$ cat config.mk
export PLATFORM = sky130hd
export DESIGN_NAME = timer_trigger_event_counter
export DESIGN_NICKNAME = d
export VERILOG_FILES = /design/src/design/timer_counter_pkg.sv /design/src/design/timer_input_filter.sv /design/src/design/timer_trigger_event_counter.sv
export VERILOG_INCLUDE_DIRS = /design/src /design/src/design
export SDC_FILE = /design/constraint.sdc
export NUM_CORES = 1
export LEC_CHECK = 0
export BUFFER_PORTS_ARGS = -buffer_cell sky130_fd_sc_hd__buf_2
export CORE_UTILIZATION = 35
export CTS_BUF_LIST = sky130_fd_sc_hd__clkbuf_8
export CTS_CLUSTER_DIAMETER = 50
export DETAILED_ROUTE_END_ITERATION = 12
export GPL_TIMING_DRIVEN = 0
export SYNTH_ARGS = -nofsm -noshare
export SYNTH_HDL_FRONTEND = slang
export SYNTH_SLANG_ARGS = --single-unit
$ cat constraint.sdc
create_clock -name MCLK -period 3.3 [get_ports MCLK]
set_input_delay 0.66 -clock MCLK [delete_from_list [all_inputs] [get_ports MCLK]]
set_output_delay 0.66 -clock MCLK [all_outputs]
set_load 0.05 [all_outputs]
$ cat src/design/timer_counter_regs.svh
`ifndef TIMER_COUNTER_REGS_SVH
`define TIMER_COUNTER_REGS_SVH

// Purpose: encodings and timing counts of the timer/event counter
// Assumes: MCLK is the main oscillator clock, 20 MHz
// Notes: definitions only

// ----------------------------------------
// control field encodings
// ----------------------------------------
`define START_STOP 2'h0
`define START_CMD 2'h1
`define START_RISE 2'h2
`define START_FALL 2'h3
`define SRC_DIV11 2'h0
`define SRC_DIV7 2'h1
`define SRC_DIV3 2'h2
`define SRC_EXT 2'h3
`define MODE_TIMER 2'h0
`define MODE_WINDOW 2'h1
`define MODE_PULSE 2'h2
`define MODE_PPG 2'h3
`define METT_START_ONLY 1'h0
`define METT_START_STOP 1'h1

// ----------------------------------------
// reset values and timing
// ----------------------------------------
`define COUNT_RESET 16'h0000
`define CAPTURE_RESET 16'h0000
`define PERIOD_RESET 16'hffff
`define PRESCALE_W 11
`define TAP_DIV11 11'h7ff
`define TAP_DIV7 11'h07f
`define TAP_DIV3 11'h007
`define LOW_TAP_DIV3 3'h7
// noise filter limits in main clock periods
`define FILT_REJECT_FC 4
`define FILT_DETECT_FC 12
`define FILT_STABLE_CYC ((`FILT_REJECT_FC + `FILT_DETECT_FC) / 2)

`endif

$ cat src/design/timer_counter_pkg.sv
// Purpose: types shared by the timer/event counter files
// Assumes: nothing
// Notes: encodings live in timer_counter_regs.svh
package timer_counter_pkg;
	typedef enum logic [1:0] {RUN_IDLE, RUN_TIMER, RUN_EXT, RUN_EVENT} run_kind_type;
endpackage

$ cat src/design/timer_input_filter.sv
// Purpose: synchroniser and noise filter for the timer input pin
// Assumes: clk runs at the main oscillator rate
// Notes: filter is skipped in low speed and doze states
`include "timer_counter_regs.svh"

module timer_input_filter
	import timer_counter_pkg::*;
(
	input wire logic clk,
	input wire logic rst,
	input wire logic ce,
	input wire logic pin,
	input wire logic bypass,
	output logic level
);
	logic s1;
	logic s2;
	logic s3;
	logic [4:0] stable;
	wire agree = (s2 == s3);
	wire differs = agree && (s3 != level);
	wire settled = (stable == 5'(`FILT_STABLE_CYC - 1));

	always_ff @(posedge clk) begin
		if (rst) begin
			s1 <= 1'b0;
			s2 <= 1'b0;
			s3 <= 1'b0;
			stable <= 5'h00;
			level <= 1'b0;
		end else if (ce) begin
			s1 <= pin;
			s2 <= s1;
			s3 <= s2;
			if (!differs) begin
				stable <= 5'h00;
			end else if (bypass || settled) begin
				// low speed: two agreeing machine cycles are enough
				level <= s3;
				stable <= 5'h00;
			end else begin
				// short glitches never reach the settle count
				stable <= stable + 5'h01;
			end
		end
	end
endmodule

$ cat src/design/timer_trigger_event_counter.sv
// Purpose: 16-bit timer, triggered timer and event counter
// Assumes: MCLK is the main oscillator clock; low clock arrives as a pin
// Notes: window, pulse width and pulse output selections hold the counter cleared
//
// Function
// six modes selectable; timer, trigger and event run, others hold cleared
// timer mode counts each prescaled source tick once started
// timer match raises irq, clears counter, counting goes on
// auto-capture copies counter into capture register every tick
// software waits one source tick before first capture read
// software reads capture only while running with capture enabled
// trigger mode waits for chosen pin edge, then counts ticks
// trigger mode match clears, halts and raises irq
// start-stop: opposite edge before match clears and halts, no irq
// halted trigger counter restarts from zero on next trigger edge
// start-only: opposite edge ignored, retrigger before match ignored
// normal speed filter rejects 4/fc pulses, detects 12/fc pulses
// low speed and doze bypass the input filter
// event mode counts each chosen pin edge
// event match checked on opposite edge: irq and clear
// pin levels last at least two machine cycles in event mode
// auto-capture also works in event mode
// source select: fc/2^11 or fs/2^3, fc/2^7, fc/2^3, pin
// mode select 00 timer family, 01 window, 10 pulse, 11 output
// trigger-stop bit: 0 start only, 1 start and stop
// stop entry forces start field to 00
// counter, period and capture are 16 bits; counter, capture reset zero
`include "timer_counter_regs.svh"

module timer_trigger_event_counter
	import timer_counter_pkg::*;
#(
	parameter int COUNT_W = 16
) (
	input wire logic MCLK,
	input wire logic SYS_RST,
	input wire logic CLK_EN,
	input wire logic TIMER_INPUT_PIN,
	input wire logic LOW_OSC_CLK,
	input wire logic START_WR,
	input wire logic [1:0] START_WDATA,
	input wire logic STOP_ENTRY,
	input wire logic PERIOD_WR,
	input wire logic [COUNT_W-1:0] PERIOD_WDATA,
	input wire logic [1:0] SOURCE_CLK_SEL,
	input wire logic [1:0] OP_MODE_SEL,
	input wire logic TRIGGER_STOP_SEL,
	input wire logic AUTO_CAPTURE_EN,
	input wire logic DIVIDER_TAP_SEL,
	input wire logic LOW_SPEED_STATE,
	input wire logic DOZE_STATE,
	output logic [1:0] START_CTRL_FIELD,
	output logic [COUNT_W-1:0] PERIOD_COMPARE_REG,
	output logic [COUNT_W-1:0] CAPTURE_REG,
	output logic [COUNT_W-1:0] COUNT_VALUE,
	output logic RUNNING,
	output logic MATCH_IRQ
);
	// ----------------------------------------
	// declarations
	// ----------------------------------------
	logic [`PRESCALE_W-1:0] prescale;
	logic low1;
	logic low2;
	logic low3;
	logic [2:0] low_div;
	logic pin_level;
	logic pin_prev;
	logic [COUNT_W-1:0] next_count;
	logic next_running;
	logic next_irq;
	logic advance;

	wire slow = LOW_SPEED_STATE || DOZE_STATE;
	wire low_rise = low2 && !low3;
	wire low_tick = low_rise && (low_div == `LOW_TAP_DIV3);
	wire div11_tick = (prescale == `TAP_DIV11);
	wire div7_tick = (prescale[6:0] == 7'(`TAP_DIV7));
	wire div3_tick = (prescale[2:0] == 3'(`TAP_DIV3));
	wire use_low = slow || DIVIDER_TAP_SEL;
	// internal source tick per select field
	wire src_tick = (SOURCE_CLK_SEL == `SRC_DIV11) ? (use_low ? low_tick : div11_tick) :
		(SOURCE_CLK_SEL == `SRC_DIV7) ? (!slow && div7_tick) :
		(SOURCE_CLK_SEL == `SRC_DIV3) ? (!slow && div3_tick) : 1'b0;
	wire rise = pin_level && !pin_prev;
	wire fall = !pin_level && pin_prev;
	wire falling_sel = (START_CTRL_FIELD == `START_FALL);
	wire trig_edge = falling_sel ? fall : rise;
	wire opp_edge = falling_sel ? rise : fall;
	wire at_period = (COUNT_VALUE == PERIOD_COMPARE_REG);
	wire edge_start = START_CTRL_FIELD[1];
	wire timer_family = (OP_MODE_SEL == `MODE_TIMER);
	// mode decode; other modes fall to idle and hold the counter cleared
	wire run_kind_type kind = !timer_family ? RUN_IDLE :
		(START_CTRL_FIELD == `START_CMD && SOURCE_CLK_SEL != `SRC_EXT) ? RUN_TIMER :
		(edge_start && SOURCE_CLK_SEL != `SRC_EXT) ? RUN_EXT :
		(edge_start && SOURCE_CLK_SEL == `SRC_EXT) ? RUN_EVENT : RUN_IDLE;

	// ----------------------------------------
	// input conditioning
	// ----------------------------------------
	timer_input_filter u_filter (
		.clk(MCLK),
		.rst(SYS_RST),
		.ce(CLK_EN),
		.pin(TIMER_INPUT_PIN),
		.bypass(slow),
		.level(pin_level)
	);

	// ----------------------------------------
	// counter next state
	// ----------------------------------------
	always_comb begin
		next_count = COUNT_VALUE;
		next_running = RUNNING;
		next_irq = 1'b0;
		advance = 1'b0;
		case (kind)
			RUN_TIMER: begin
				next_running = 1'b1;
				if (src_tick) begin
					advance = 1'b1;
					if (at_period) begin
						// wrap and keep counting
						next_count = '0;
						next_irq = 1'b1;
					end else begin
						next_count = COUNT_VALUE + 1'b1;
					end
				end
			end
			RUN_EXT: begin
				if (!RUNNING) begin
					if (trig_edge) begin
						// start or restart from zero
						next_running = 1'b1;
						next_count = '0;
					end
				end else if (TRIGGER_STOP_SEL == `METT_START_STOP && opp_edge) begin
					// early release aborts silently
					next_running = 1'b0;
					next_count = '0;
				end else if (src_tick) begin
					// retrigger and start-only opposite edge fall through
					advance = 1'b1;
					if (at_period) begin
						next_running = 1'b0;
						next_count = '0;
						next_irq = 1'b1;
					end else begin
						next_count = COUNT_VALUE + 1'b1;
					end
				end
			end
			RUN_EVENT: begin
				next_running = 1'b1;
				// pin levels shorter than two cycles may be missed
				if (trig_edge) begin
					advance = 1'b1;
					next_count = COUNT_VALUE + 1'b1;
				end else if (opp_edge && at_period) begin
					next_count = '0;
					next_irq = 1'b1;
				end
			end
			default: begin
				next_running = 1'b0;
				next_count = '0;
			end
		endcase
	end

	// ----------------------------------------
	// state
	// ----------------------------------------
	always_ff @(posedge MCLK) begin
		if (SYS_RST) begin
			prescale <= '0;
			low1 <= 1'b0;
			low2 <= 1'b0;
			low3 <= 1'b0;
			low_div <= 3'h0;
			pin_prev <= 1'b0;
		end else if (CLK_EN) begin
			prescale <= prescale + 1'b1;
			low1 <= LOW_OSC_CLK;
			low2 <= low1;
			low3 <= low2;
			if (low_rise) begin
				low_div <= low_div + 3'h1;
			end
			pin_prev <= pin_level;
		end
	end

	always_ff @(posedge MCLK) begin
		if (SYS_RST) begin
			START_CTRL_FIELD <= `START_STOP;
			PERIOD_COMPARE_REG <= `PERIOD_RESET;
		end else if (CLK_EN) begin
			if (STOP_ENTRY) begin
				START_CTRL_FIELD <= `START_STOP;
			end else if (START_WR) begin
				START_CTRL_FIELD <= START_WDATA;
			end
			if (PERIOD_WR) begin
				PERIOD_COMPARE_REG <= PERIOD_WDATA;
			end
		end
	end

	always_ff @(posedge MCLK) begin
		if (SYS_RST) begin
			COUNT_VALUE <= `COUNT_RESET;
			CAPTURE_REG <= `CAPTURE_RESET;
			RUNNING <= 1'b0;
			MATCH_IRQ <= 1'b0;
		end else if (CLK_EN) begin
			COUNT_VALUE <= next_count;
			RUNNING <= next_running;
			MATCH_IRQ <= next_irq;
			// value is stale until the first tick after enabling
			if (AUTO_CAPTURE_EN && advance) begin
				CAPTURE_REG <= COUNT_VALUE;
			end
		end
	end
endmodule

---- After elaboration in Yosys (flattened, before gate mapping) ----
Index checks and enable logic that the tools add are counted.
cells by class
  mux-type cells .......................... 39
  add/sub/neg operators ................... 4
  reduce and logical (&&, ||, !) cells .... 30
  equality and inequality tests ........... 19
operators with widths
  operator                 number
  $mux W16                 7
  $pmux W16 S3             1
  $mux W1                  20
  $add A16 B1 Y16 const B  1
  $eq A16 B16 Y1           1
  $logic_and A1 B1 Y1      13
  $mux W2                  6
  $add A11 B1 Y11 const B  1
  $eq A11 B11 Y1 const B   1
  $eq A2 B2 Y1 const B     5
  $mux W5                  2
  $reduce_and A2 Y1        4
  $eq A7 B7 Y1 const B     1
  $eq A2 B1 Y1 const B     3
  $eq A3 B3 Y1 const B     2
  $ne A3 B3 Y1 const B     2
  $pmux W1 S3              2
  $reduce_and A3 Y1        2
  $add A5 B1 Y5 const B    1
  $eq A5 B3 Y1 const B     1
  $logic_not A1 Y1         4
  $logic_not A2 Y1         2
  $add A3 B1 Y3 const B    1
  $logic_or A1 B1 Y1       3
  6 further kinds          6
storage, ports and cells
  bits in registers ....................... 79
  output and inout bits ................... 52
  logic and storage cells ................. 109

---- Longest topological paths before layout ----
Gate-level depths: netlist (run 1).
  word-level depth ........................ 12
  depth in mapped cells ................... 10

---- Hierarchy ----
Synthesis (run 1) repeated with hierarchy kept, for this count alone.
second synthesis, totals
  cell total of the unflattened synthesis .. 445
  area total of the unflattened synthesis .. 3940.0 um2
by module, submodules not included
  module                       area each (um2)  cells each  instances
  timer_trigger_event_counter  3478.3           397         1
  timer_input_filter           461.7            48          1

---- Least setup slack after synthesis (run 1) ----
OpenSTA, ideal clock, no wires.
  path kind ............................... register to register
  start point ............................. register COUNT_VALUE[9]
  end point ............................... register COUNT_VALUE[12]
  stages on the path, launching flop included .. 9
  clock period less this slack ............ 2.391 ns
  data arrival time ....................... 2.257 ns
  setup time .............................. 0.133 ns
  slack ................................... 0.909 ns
  cells stage by stage .................... dfxtp_1 > buf_6 > xor2_1 > nor4_2 > nand4_1 > or3_4 > a21oi_4 > o221a_2 > nor3_2
on the way
  word-level cells in the longest chain between the ends .. 6
  elaborated cells on any way between the ends .. 11
  classes of those cells .................. 1 x add/sub; 2 x eq/ne; 6 x mux; 2 x reduce/logical
ends and longest elaborated chain
  element                                                   line                                                                    RTL
  from (decl)                                               timer_trigger_event_counter.sv:55                                       output logic [COUNT_W-1:0] COUNT_VALUE,
  from (signal assigned)                                    timer_trigger_event_counter.sv:215                                      COUNT_VALUE <= `COUNT_RESET;
  from (signal assigned)                                    timer_trigger_event_counter.sv:220                                      COUNT_VALUE <= next_count;
  $add A16 B1 Y16 / $eq A16 B16 Y1 (equally long branches)  -
  $mux W16                                                  timer_trigger_event_counter.sv:124, timer_trigger_event_counter.sv:147
  $mux W16                                                  timer_trigger_event_counter.sv:144                                      end else if (src_tick) begin
  $mux W16                                                  timer_trigger_event_counter.sv:140                                      end else if (TRIGGER_STOP_SEL == `METT_START_STOP && opp_edge) begin
  $mux W16                                                  timer_trigger_event_counter.sv:134                                      if (!RUNNING) begin
  $pmux W16 S3                                              timer_trigger_event_counter.sv:119                                      case (kind)
Parallel ways exist; a longest one is shown, timed or not.
A chain may end at the register's enable or synchronous reset.

---- Final worst setup path (run 1) ----
  start point ............................. register COUNT_VALUE[6]
  end point ............................... register COUNT_VALUE[12]
The elaborated chain is that of the path after synthesis.

==> impl_results.md, run 1 <==
- Flop pwr share: 0.513
- FMAX: 413 MHz
- Cell count of the worst reg-to-reg path: 7
- Sw power: 528 uW
- Io pins: 87
- Maxcap violations: 0
- Critical path, cell by cell: xor2_1 > nor4_2 > nand4_1 > or3_4 > a21oi_4 > o221a_2 > nor3_2
- Synthesized net count: 488
- Area grow syn2layout: 20.5%
- Die Y: 107 um
- Area leader, netlist: dfxtp_1
- Iter 0 DRT Violations: 147
- P_leak: 0.00205 uW
- Clock share of power: 0.383
- Final setup violation count: 0
- Setup skew after layout: 0.0117 ns
- Routed vias/inst: 5.22
- Share of cells above drive strength 1: 0.241
- Worst hold stages: 2
- Placed inst area: 4500 um2
- CTS tree: built
- Critical path data arrival time: 2.65 ns
- Final Net Count: 584
- Measured slew at the worst slew-check pin: 0.652 ns
- Top FF cell, synth: dfxtp_1
- Footprint of the multi-input gates: 2170 um2
- Ant diodes: 0
- Core Area: 10,800 um2
- DR DRC count: 0
- Internal: 1400 uW
- Critical-path top delay cell: dfxtp_1
- Clk root buf: clkbuf_8
- EDFF count, synth: 0
- DR pass1 iterations: 4
- Gate power share: 0.104
- Clk_lat worst skew: 0.36 ns
- Main area contributors after synthesis: dfxtp_1 41%, mux2i_1 7.7%, nor2_1 5.9%
- Detail Route Antenna Nets: 0
- GRT Overall Usage: 0.188
- Run status: finished, final reports clean
- Antenna violations before repair: 0
- Critical path type: register to register
- Row count: 38
- Post-CTS Repair Setup Buffers: 0
- Peak VDD IR: 0.000170 V
- Pin count of the biggest net entering global routing: 14
- Yosys reg bits: 79
- Hold Crit Class: register to register
- RSZ-0062 raised after global routing: false
- Top-area cell type share of the netlist area: 0.406
- Mapped Cells: 447
- Cell area after layout: 4690 um2
- H-tree levels: 3
- Crit path launch type: register
- Power density cells: 411 nW/um2
- Drt total wl: 10.5 mm
- Setup TNS: 0 ns
- Ys Warns: 0
- First-pass GRT wire length: 16.9 mm
- Post-route worst setup slack: 0.879 ns
- Initial core utilization: 0.359
- Num CTS Buffers: 9
- Die Area: 11,600 um2
- Yosys cell types: 58
- Max Slew Vio Count: 0
- Slowest cell delay on critical path: 0.50 ns
- Seq. cell area: 1580 um2
- Vias in the first global route: 3,423
- Clock sinks: 79
- Endpoints failing hold: 0
- Post-Syn Area: 3890 um2
- Cell family with most CP delay: simple AND/OR/NAND/NOR gates
- CTS Buffer Depth: 2
- Tcrit/Tclk final: 0.734
- Worst slew margin: 0.565
- Pre-CTS setup slack: 0.558 ns
- Clk slew on worst S/H paths: 0.08 ns
- Bufs and invs on worst path: 0
- Sw frac: 0.274
- DP HPWL: 7.77 mm
- Vias: 3,590
- Worst-path fanout max: 8
- Post-cts resize count: 0
- Total grt overflow: 0
- Post-synthesis sequential area ratio: 0.406
- Routability-driven placement congestion ratio: 0.823
- # fillers: 1,082
- Most frequent cell after synthesis: dfxtp_1
- Fraction of registers with async set/reset: 0
- Avg WL per Cell: 15.2 um
- Die W: 107 um
- WP depth: 7
- Hold buffers post-CTS: 0
- Synth top cells by count: 79 x dfxtp_1, 61 x nor2_1, 45 x nand3_1
- Tmin final: 2.42 ns
- Crit. End Element: register
- Syn avg cell area: 8.71 um2
- WP data required: 3.53 ns
- Number of port buffers: 85
[power by group through the flow]
| stage | sequential (uW) | clock (uW) | combinational, uW |
|---|---|---|---|
| 4_1_cts | 990 | 753 | 202 |
| 2_1_floorplan | 1060 | 0 | 88.3 |
| 3_5_place_dp | 1010 | 0 | 201 |
| 5_1_grt | 994 | 793 | 220 |
| 6_report | 990 | 738 | 201 |
| 3_3_place_gp | 1010 | 0 | 198 |
[metal layers]
layer  global-route usage  vias up  routed length (um)
met3               0.0285       11                 487
met2                0.318       93                4960
li1                     -     1791                   -
met4               0.0636        0                 142
met1                0.244     1695                4880
met5                    0        -                   0
[metrics by stage]
stage	total power, uW	utilization	hold slack, ns	cells
2_1_floorplan	1150	-	0.458	447
3_3_place_gp	1210	0.415	0.469	672
3_5_place_dp	1210	0.415	0.480	672
4_1_cts	1950	0.433	0.501	688
5_1_grt	2010	0.433	0.520	688
6_report	1930	0.433	0.497	688
[worst register-to-register path, cell delays in order (launching register included)]
cell     delay (ns)
dfxtp_1        0.50
xor2_1         0.13
nor4_2         0.29
nand4_1        0.26
or3_4          0.48
a21oi_4        0.31
o221a_2        0.27
nor3_2         0.04
[worst paths after layout]
check / from / to / slack, ns
hold / removal: CAPTURE_REG[9]$_SDFFE_PP0P_ / CAPTURE_REG[9]$_SDFFE_PP0P_ / 0.50
hold reg to reg: CAPTURE_REG[9]$_SDFFE_PP0P_ / CAPTURE_REG[9]$_SDFFE_PP0P_ / 0.50
setup / recovery: COUNT_VALUE[6]$_SDFFE_PP0P_ / COUNT_VALUE[12]$_SDFFE_PP0P_ / 0.88
setup reg to reg: COUNT_VALUE[6]$_SDFFE_PP0P_ / COUNT_VALUE[12]$_SDFFE_PP0P_ / 0.88
[flip-flops by register name (all words and copies together) (netlist names)]
register and count:
u_filter.level 1, low2 1, u_filter.s2 1, COUNT_VALUE 16, START_CTRL_FIELD 2, u_filter.s1 1
prescale 11, PERIOD_COMPARE_REG 16, MATCH_IRQ 1, RUNNING 1, low1 1, pin_prev 1
u_filter.stable 5, low3 1, CAPTURE_REG 16, u_filter.s3 1, low_div 3
[final cells by class]
class                   instances  share of cell area
multi-input cells             337               0.461
flip-flops and latches         79               0.337
repair buffers                 85              0.0906
well taps                     140              0.0373
clock buffers                  10              0.0293
plain buffers                  22              0.0243
clock inverters                 6              0.0128
inverters                       9             0.00720
[cells in the final DEF, fill, tap and decap left out, types with 10 or more instances in the layout]
cell / netlist / layout
nand2_1: 42 / 42
xor2_1: 23 / 23
o21ai_0: 12 / 12
buf_2: 4 / 89
clkbuf_1: 14 / 14
dfxtp_1: 79 / 79
a21oi_1: 18 / 18
nor2_1: 61 / 61
nand3_1: 45 / 45
clkbuf_8: 0 / 10
mux2i_1: 30 / 30
[cell families after synthesis]
group | count (synthesis) | synth area share
AOI/OAI and AO/OA | 66 | 0.128
DFF | 79 | 0.406
adders and majority gates | 6 | 0.0193
muxes | 30 | 0.0771
buffers and inverters | 31 | 0.0379
and+or+nand+nor | 207 | 0.269
xor gates and xnor gates | 28 | 0.0630
Power figures use the tool's default switching activity.
==> run 2, diff against run 1 <==
--- a/config.mk
+++ b/config.mk
@@ -6,6 +6,7 @@
 export SDC_FILE = /design/constraint.sdc
 export NUM_CORES = 1
 export LEC_CHECK = 0
+export ABC_AREA = 1
 export BUFFER_PORTS_ARGS = -buffer_cell sky130_fd_sc_hd__buf_2
 export CORE_UTILIZATION = 35
 export CTS_BUF_LIST = sky130_fd_sc_hd__clkbuf_8
==> constraint.sdc (replaced) <==
create_clock -name MCLK -period 2.5 [get_ports MCLK]
set_input_delay 0.5 -clock MCLK [delete_from_list [all_inputs] [get_ports MCLK]]
set_output_delay 0.5 -clock MCLK [all_outputs]
set_load 0.05 [all_outputs]
==> impl_results.md, run 2 <==
- Hold_ws: 0.324 ns
- Die Y: 110 um
- DR pass1 iterations: 4
- Most frequent cell after synthesis: nand2_1
- Top-area cell type share of the netlist area: 0.385
- Yosys reg bits: 79
- Detail Route Antenna Nets: 0
- Syn avg cell area: 6.87 um2
- Post-CTS Repair Setup Buffers: 0
- Synthesized net count: 640
- DR DRC count: 0
- Io pins: 87
- Commonest non-fill, non-tap cells in the layout: 167 x nand2_1, 87 x buf_2, 84 x nor2_1
- Max Slew Vio Count: 0
- Post-synthesis xor/xnor area fraction: 0.0377
- Slowest cell delay on critical path: 0.56 ns
- Share of cells above drive strength 1: 0.206
- Yosys cell types: 38
- Post-cts resize count: 0
- Synth top cells by count: 167 x nand2_1, 84 x nor2_1, 79 x dfxtp_1
- Measured slew at the worst slew-check pin: 0.597 ns
- Synth Area in Compound Gates: 0.117
- Final std cells w/o fill: 843
- Number of port buffers: 85
- Tmin final: 2.20 ns
- Tcrit/Tclk final: 0.881
- FMAX: 454 MHz
- Routed vias/inst: 4.77
- Area leader, netlist: dfxtp_1
- GRT Overall Usage: 0.185
- P_leak: 0.00233 uW
- Seq. cell area: 1580 um2
- Vias in the first global route: 3,677
- Largest registers: CAPTURE_REG: 16 flops, COUNT_VALUE: 16 flops, PERIOD_COMPARE_REG: 16 flops
- Final setup violation count: 0
- Worst slew margin: 0.602
- Die W: 110 um
- H-tree levels: 3
- Avg WL per Cell: 12.9 um
- WP data required: 2.78 ns
- Clk_lat worst skew: 0.37 ns
- Cell area after layout: 4890 um2
- RSZ-0062 raised after global routing: false
- Endpoints failing hold: 0
- Area grow syn2layout: 19.0%
- Met1 usage in global routing: 0.230
- Main area contributors after synthesis: dfxtp_1 38%, nand2_1 15%, nor2_1 7.7%
- Drt total wl: 10.9 mm
- Hold buffers post-CTS: 0
- Post-synthesis adder-cell area fraction: 0.0183
- First-pass GRT wire length: 18.1 mm
- Pin count of the biggest net entering global routing: 14
- Ant diodes: 0
- Core Area: 11,400 um2
- Hold Crit Class: input pin to register
- # fillers: 1,204
- Top FF cell, synth: dfxtp_1
- Critical path type: register to register
- Worst-path fanout max: 8
- Critical-path top delay cell: dfxtp_1
- Post-synthesis sequential area ratio: 0.385
- Clk slew on worst S/H paths: 0.08 ns
- Clock sinks: 79
- Crit. End Element: register
- Die Area: 12,200 um2
- CTS tree: built
- Critical path, cell by cell: ha_1 > nand3_1 > nand3b_1 > nor2_1 > nand2_1 > nor3_1 > nand2_1 > nand2_1 > nand2_1 > a21oi_1 > nor2_1
- Num CTS Buffers: 9
- Placed inst area: 4720 um2
- Mapped Cells: 599
- Grt peak-use layer: met2
- DP HPWL: 8.07 mm
- Final Net Count: 736
- Iter 0 DRT Violations: 238
- Peak VDD IR: 0.000297 V
- Setup skew after layout: 0.0120 ns
- Clk root buf: clkbuf_8
- Reg2Reg Setup Slack: 0.30 ns
- Largest family of logic cells by synthesized area: simple AND/OR/NAND/NOR gates
- Mux share of post-synthesis cell area: 0
- Most common cell after layout, fill and taps aside: nand2_1
- Simple-Gate Fraction of Synth Area: 0.343
- Maxcap violations: 0
- Run status: finished, final reports clean
- CTS Buffer Depth: 2
- Met2 Use GR: 0.306
- Row count: 39
- Power, Total: 2480 uW
- Initial core utilization: 0.360
- Footprint of the multi-input gates: 2120 um2
- Placed insts: 827
- Power density cells: 507 nW/um2
- Ys Warns: 0
- Total grt overflow: 0
- Vias: 4,022
- EDFF count, synth: 0
- Critical path data arrival time: 2.48 ns
- Routability-driven placement congestion ratio: 0.825
- Setup TNS: 0 ns
- Most common cell on crit path: nand2_1
- Post-Syn Area: 4110 um2
- Antenna violations before repair: 0
- Crit path launch type: register
- Met3 Track Usage GR: 0.0593
- Fraction of registers with async set/reset: 0
[run 2: cell types whose count changed after synthesis, moves of 6 or more]
cell / change
o21ai_1: +8
buf_6: +7
o221a_2: -8
nand2_1: +125
o21ai_0: +16
inv_1: +51
mux2i_1: -30
nor2_1: +23
xor2_1: -18
a21oi_1: +20
nand3_2: +8
nand3_1: -18
o211ai_1: +6
[run 2: stage by stage]
stage | setup WS [ns] | util
after detailed placement | 0.287 | 0.413
after floorplan | 0.270 | -
after global placement | 0.343 | 0.413
final | 0.298 | 0.428
after global routing | 0.0526 | 0.428
after CTS | 0.328 | 0.428
[run 2: report_power, final]
part / leakage (uW) / internal [uW] / total (uW) / switching (uW)
registers: 0.000643 / 1290 / 1320 / 29.8
clock network: 0.0000895 / 382 / 868 / 486
logic: 0.00159 / 90.8 / 294 / 203
[run 2: layout make-up]
class                      instances  area share
inverter                          63      0.0483
sequential                        79       0.323
buffer                            25      0.0350
tap                              143      0.0366
timing repair buffer              85      0.0870
multi-input combinational        432       0.434
clock inverter                     6     0.00767
clock buffer                      10      0.0281
[run 2: path summary, 6_finish.rpt]
path,from,end,cells past startpoint
worst max-delay path,COUNT_VALUE[0]$_SDFFE_PP0P_,COUNT_VALUE[14]$_SDFFE_PP0P_,11
worst max register to register,COUNT_VALUE[0]$_SDFFE_PP0P_,COUNT_VALUE[14]$_SDFFE_PP0P_,11
worst min register to register,low_div[2]$_SDFFE_PP0P_,low_div[2]$_SDFFE_PP0P_,2
worst min-delay path,PERIOD_WDATA[4],PERIOD_COMPARE_REG[4]$_SDFFE_PP1P_,3
[run 2: critical path, delay by kind of cell, from the launching register on]
family	cells	cell delay, ns
simple gates	9	1.14
flops	1	0.56
fa+ha+maj	1	0.27
compound gates	1	0.13
[run 2: metal layers]
| metal | vias up | share of wire |
|---|---|---|
| li1 | 2099 | - |
| met1 | 1813 | 0.46 |
| met2 | 99 | 0.47 |
| met3 | 11 | 0.061 |
| met4 | 0 | 0.013 |
| met5 | - | 0 |
[run 2: logic make-up (layout without fill, tap and decap cells)]
| logic type | count (synthesis) | in the layout |
|---|---|---|
| fa+ha+maj | 6 | 6 |
| flops | 79 | 79 |
| simple gates | 322 | 322 |
| buf+inv | 88 | 189 |
| xor+xnor | 16 | 16 |
| compound gates | 88 | 88 |
==> run 3, diff against run 2 <==
--- a/config.mk
+++ b/config.mk
@@ -8,11 +8,14 @@
 export LEC_CHECK = 0
 export ABC_AREA = 1
 export BUFFER_PORTS_ARGS = -buffer_cell sky130_fd_sc_hd__buf_2
+export CELL_PAD_IN_SITES_DETAIL_PLACEMENT = 0
+export CELL_PAD_IN_SITES_GLOBAL_PLACEMENT = 1
 export CORE_UTILIZATION = 35
 export CTS_BUF_LIST = sky130_fd_sc_hd__clkbuf_8
 export CTS_CLUSTER_DIAMETER = 50
 export DETAILED_ROUTE_END_ITERATION = 12
 export GPL_TIMING_DRIVEN = 0
+export PLACE_DENSITY_LB_ADDON = 0.1
 export SYNTH_ARGS = -nofsm -noshare
 export SYNTH_HDL_FRONTEND = slang
 export SYNTH_SLANG_ARGS = --single-unit
==> impl_results.md, run 3 (synthesis gave the netlist of run 2 again) <==
- Worst R2R End: COUNT_VALUE[14]$_SDFFE_PP0P_
- Commonest non-fill, non-tap cells in the layout: 167 x nand2_1, 87 x buf_2, 84 x nor2_1
- CTS tree: built
- Reg2Reg Setup Slack: 0.33 ns
- Critical path data arrival time: 2.44 ns
- Routed vias/inst: 4.73
- Antenna violations before repair: 0
- Post-CTS Repair Setup Buffers: 0
- Drt total wl: 11.2 mm
- Critical-path top delay cell: dfxtp_1
- Clock sinks: 79
- Row count: 39
- Tcrit/Tclk final: 0.870
- GRT Overall Usage: 0.195
- Slowest cell delay on critical path: 0.54 ns
- Hold Path End: PERIOD_COMPARE_REG[7]$_SDFFE_PP1P_
- DR pass1 iterations: 4
- Most common cell on crit path: nand2_1
- FMAX: 460 MHz
- Final setup violation count: 0
- Max Slew Vio Count: 0
- Setup skew after layout: 0.00806 ns
- Worst slew margin: 0.588
- Critical path, cell by cell: ha_1 > nand3_1 > nand3b_1 > nor2_1 > nand2_1 > nor3_1 > nand2_1 > nand2_1 > nand2_1 > a21oi_1 > nor2_1
- Cell count of the worst reg-to-reg path: 11
- Hold buffers post-CTS: 0
- Power, Total: 2710 uW
- Critical path type: register to register
- Worst-path fanout max: 8
- Iter 0 DRT Violations: 164
- Routability-driven placement congestion ratio: 0.769
- Tmin final: 2.17 ns
- Power density cells: 548 nW/um2
- Clk slew on worst S/H paths: 0.08 ns
- Bufs and invs on worst path: 0
- Seq. cell area: 1580 um2
- Hold path start: PERIOD_WDATA[7]
- First-pass GRT wire length: 18.9 mm
- Hold Crit Class: input pin to register
- Avg WL per Cell: 13.3 um
- RSZ-0062 raised after global routing: false
- Peak VDD IR: 0.000298 V
- P_leak: 0.00236 uW
- Io pins: 87
- CTS Buffer Depth: 2
- Clk_lat worst skew: 0.37 ns
- Pin count of the biggest net entering global routing: 13
- Area grow syn2layout: 20.1%
- Run status: finished, final reports clean
- Share of cells above drive strength 1: 0.204
- Clk root buf: clkbuf_8
- Setup TNS: 0 ns
- Die Y: 110 um
- # fillers: 1,232
- Largest registers: CAPTURE_REG: 16 flops, COUNT_VALUE: 16 flops, PERIOD_COMPARE_REG: 16 flops
- DP HPWL: 8.42 mm
- Number of port buffers: 85
- DR DRC count: 0
- Detail Route Antenna Nets: 0
- Ant diodes: 0
- Crit path launch type: register
- WP data required: 2.77 ns
- Initial core utilization: 0.360
- Total grt overflow: 0
- Endpoints failing hold: 0
- Most common cell after layout, fill and taps aside: nand2_1
- Footprint of the multi-input gates: 2120 um2
- Maxcap violations: 0
- Core Area: 11,400 um2
- H-tree levels: 3
- Crit. End Element: register
- Num CTS Buffers: 9
- Vias in the first global route: 3,795
- Post-cts resize count: 0
- Vias: 3,988
- Final Net Count: 736
- Measured slew at the worst slew-check pin: 0.619 ns
- Worst hold stages: 3
- Die W: 110 um
- Die Area: 12,200 um2
- Reg2reg start: COUNT_VALUE[1]$_SDFFE_PP0P_
- Cell family with most CP delay: simple AND/OR/NAND/NOR gates
run 3: tightest hold or removal path, stage by stage:
cell     delay (ns)
buf_2          0.07
nand2_1        0.04
nand3_1        0.05
run 3: worst max-delay path by stage:
stage,slack [ns],endpoint,start,cells past startpoint
after floorplan,0.27,COUNT_VALUE[12]$_SDFFE_PP0P_,COUNT_VALUE[1]$_SDFFE_PP0P_,11
after global placement,0.30,CAPTURE_REG[12]$_SDFFE_PP0P_,DOZE_STATE,14
after detailed placement,0.31,CAPTURE_REG[9]$_SDFFE_PP0P_,DOZE_STATE,14
after CTS,0.32,COUNT_VALUE[14]$_SDFFE_PP0P_,COUNT_VALUE[0]$_SDFFE_PP0P_,11
after global routing,0.03,COUNT_VALUE[13]$_SDFFE_PP0P_,COUNT_VALUE[0]$_SDFFE_PP0P_,11
final,0.33,COUNT_VALUE[14]$_SDFFE_PP0P_,COUNT_VALUE[1]$_SDFFE_PP0P_,11
run 3: layout make-up:
type                       instances  area share
multi-input combinational        432       0.430
sequential                        79       0.320
timing repair buffer              85      0.0861
inverter                          63      0.0479
tap                              143      0.0362
buffer                            25      0.0347
clock buffer                      11      0.0306
clock inverter                     5      0.0147
run 3: metrics by stage:
| step | hold WS, ns | instance area [um2] | setup slack (ns) | cells | utilization |
|---|---|---|---|---|---|
| 3_3_place_gp | 0.437 | 4720 | 0.303 | 827 | 0.413 |
| 6_report | 0.325 | 4940 | 0.326 | 843 | 0.433 |
| 4_1_cts | 0.310 | 4940 | 0.325 | 843 | 0.433 |
| 2_1_floorplan | 0.428 | 4110 | 0.270 | 599 | - |
| 3_5_place_dp | 0.445 | 4720 | 0.311 | 827 | 0.413 |
| 5_1_grt | 0.314 | 4940 | 0.0293 | 843 | 0.433 |
run 3: power breakdown:
part / switching (uW) / internal [uW]
combinational: 203 / 90.8
clock: 483 / 609
sequential: 28.5 / 1290
run 3: layer usage:
metal | GRT usage | part of all wire | up-vias
met3 | 0.0329 | 0.040 | 15
met1 | 0.269 | 0.51 | 1793
met2 | 0.301 | 0.44 | 85
met4 | 0.0773 | 0.018 | 0
met5 | 0 | 0 | -
li1 | - | - | 2095
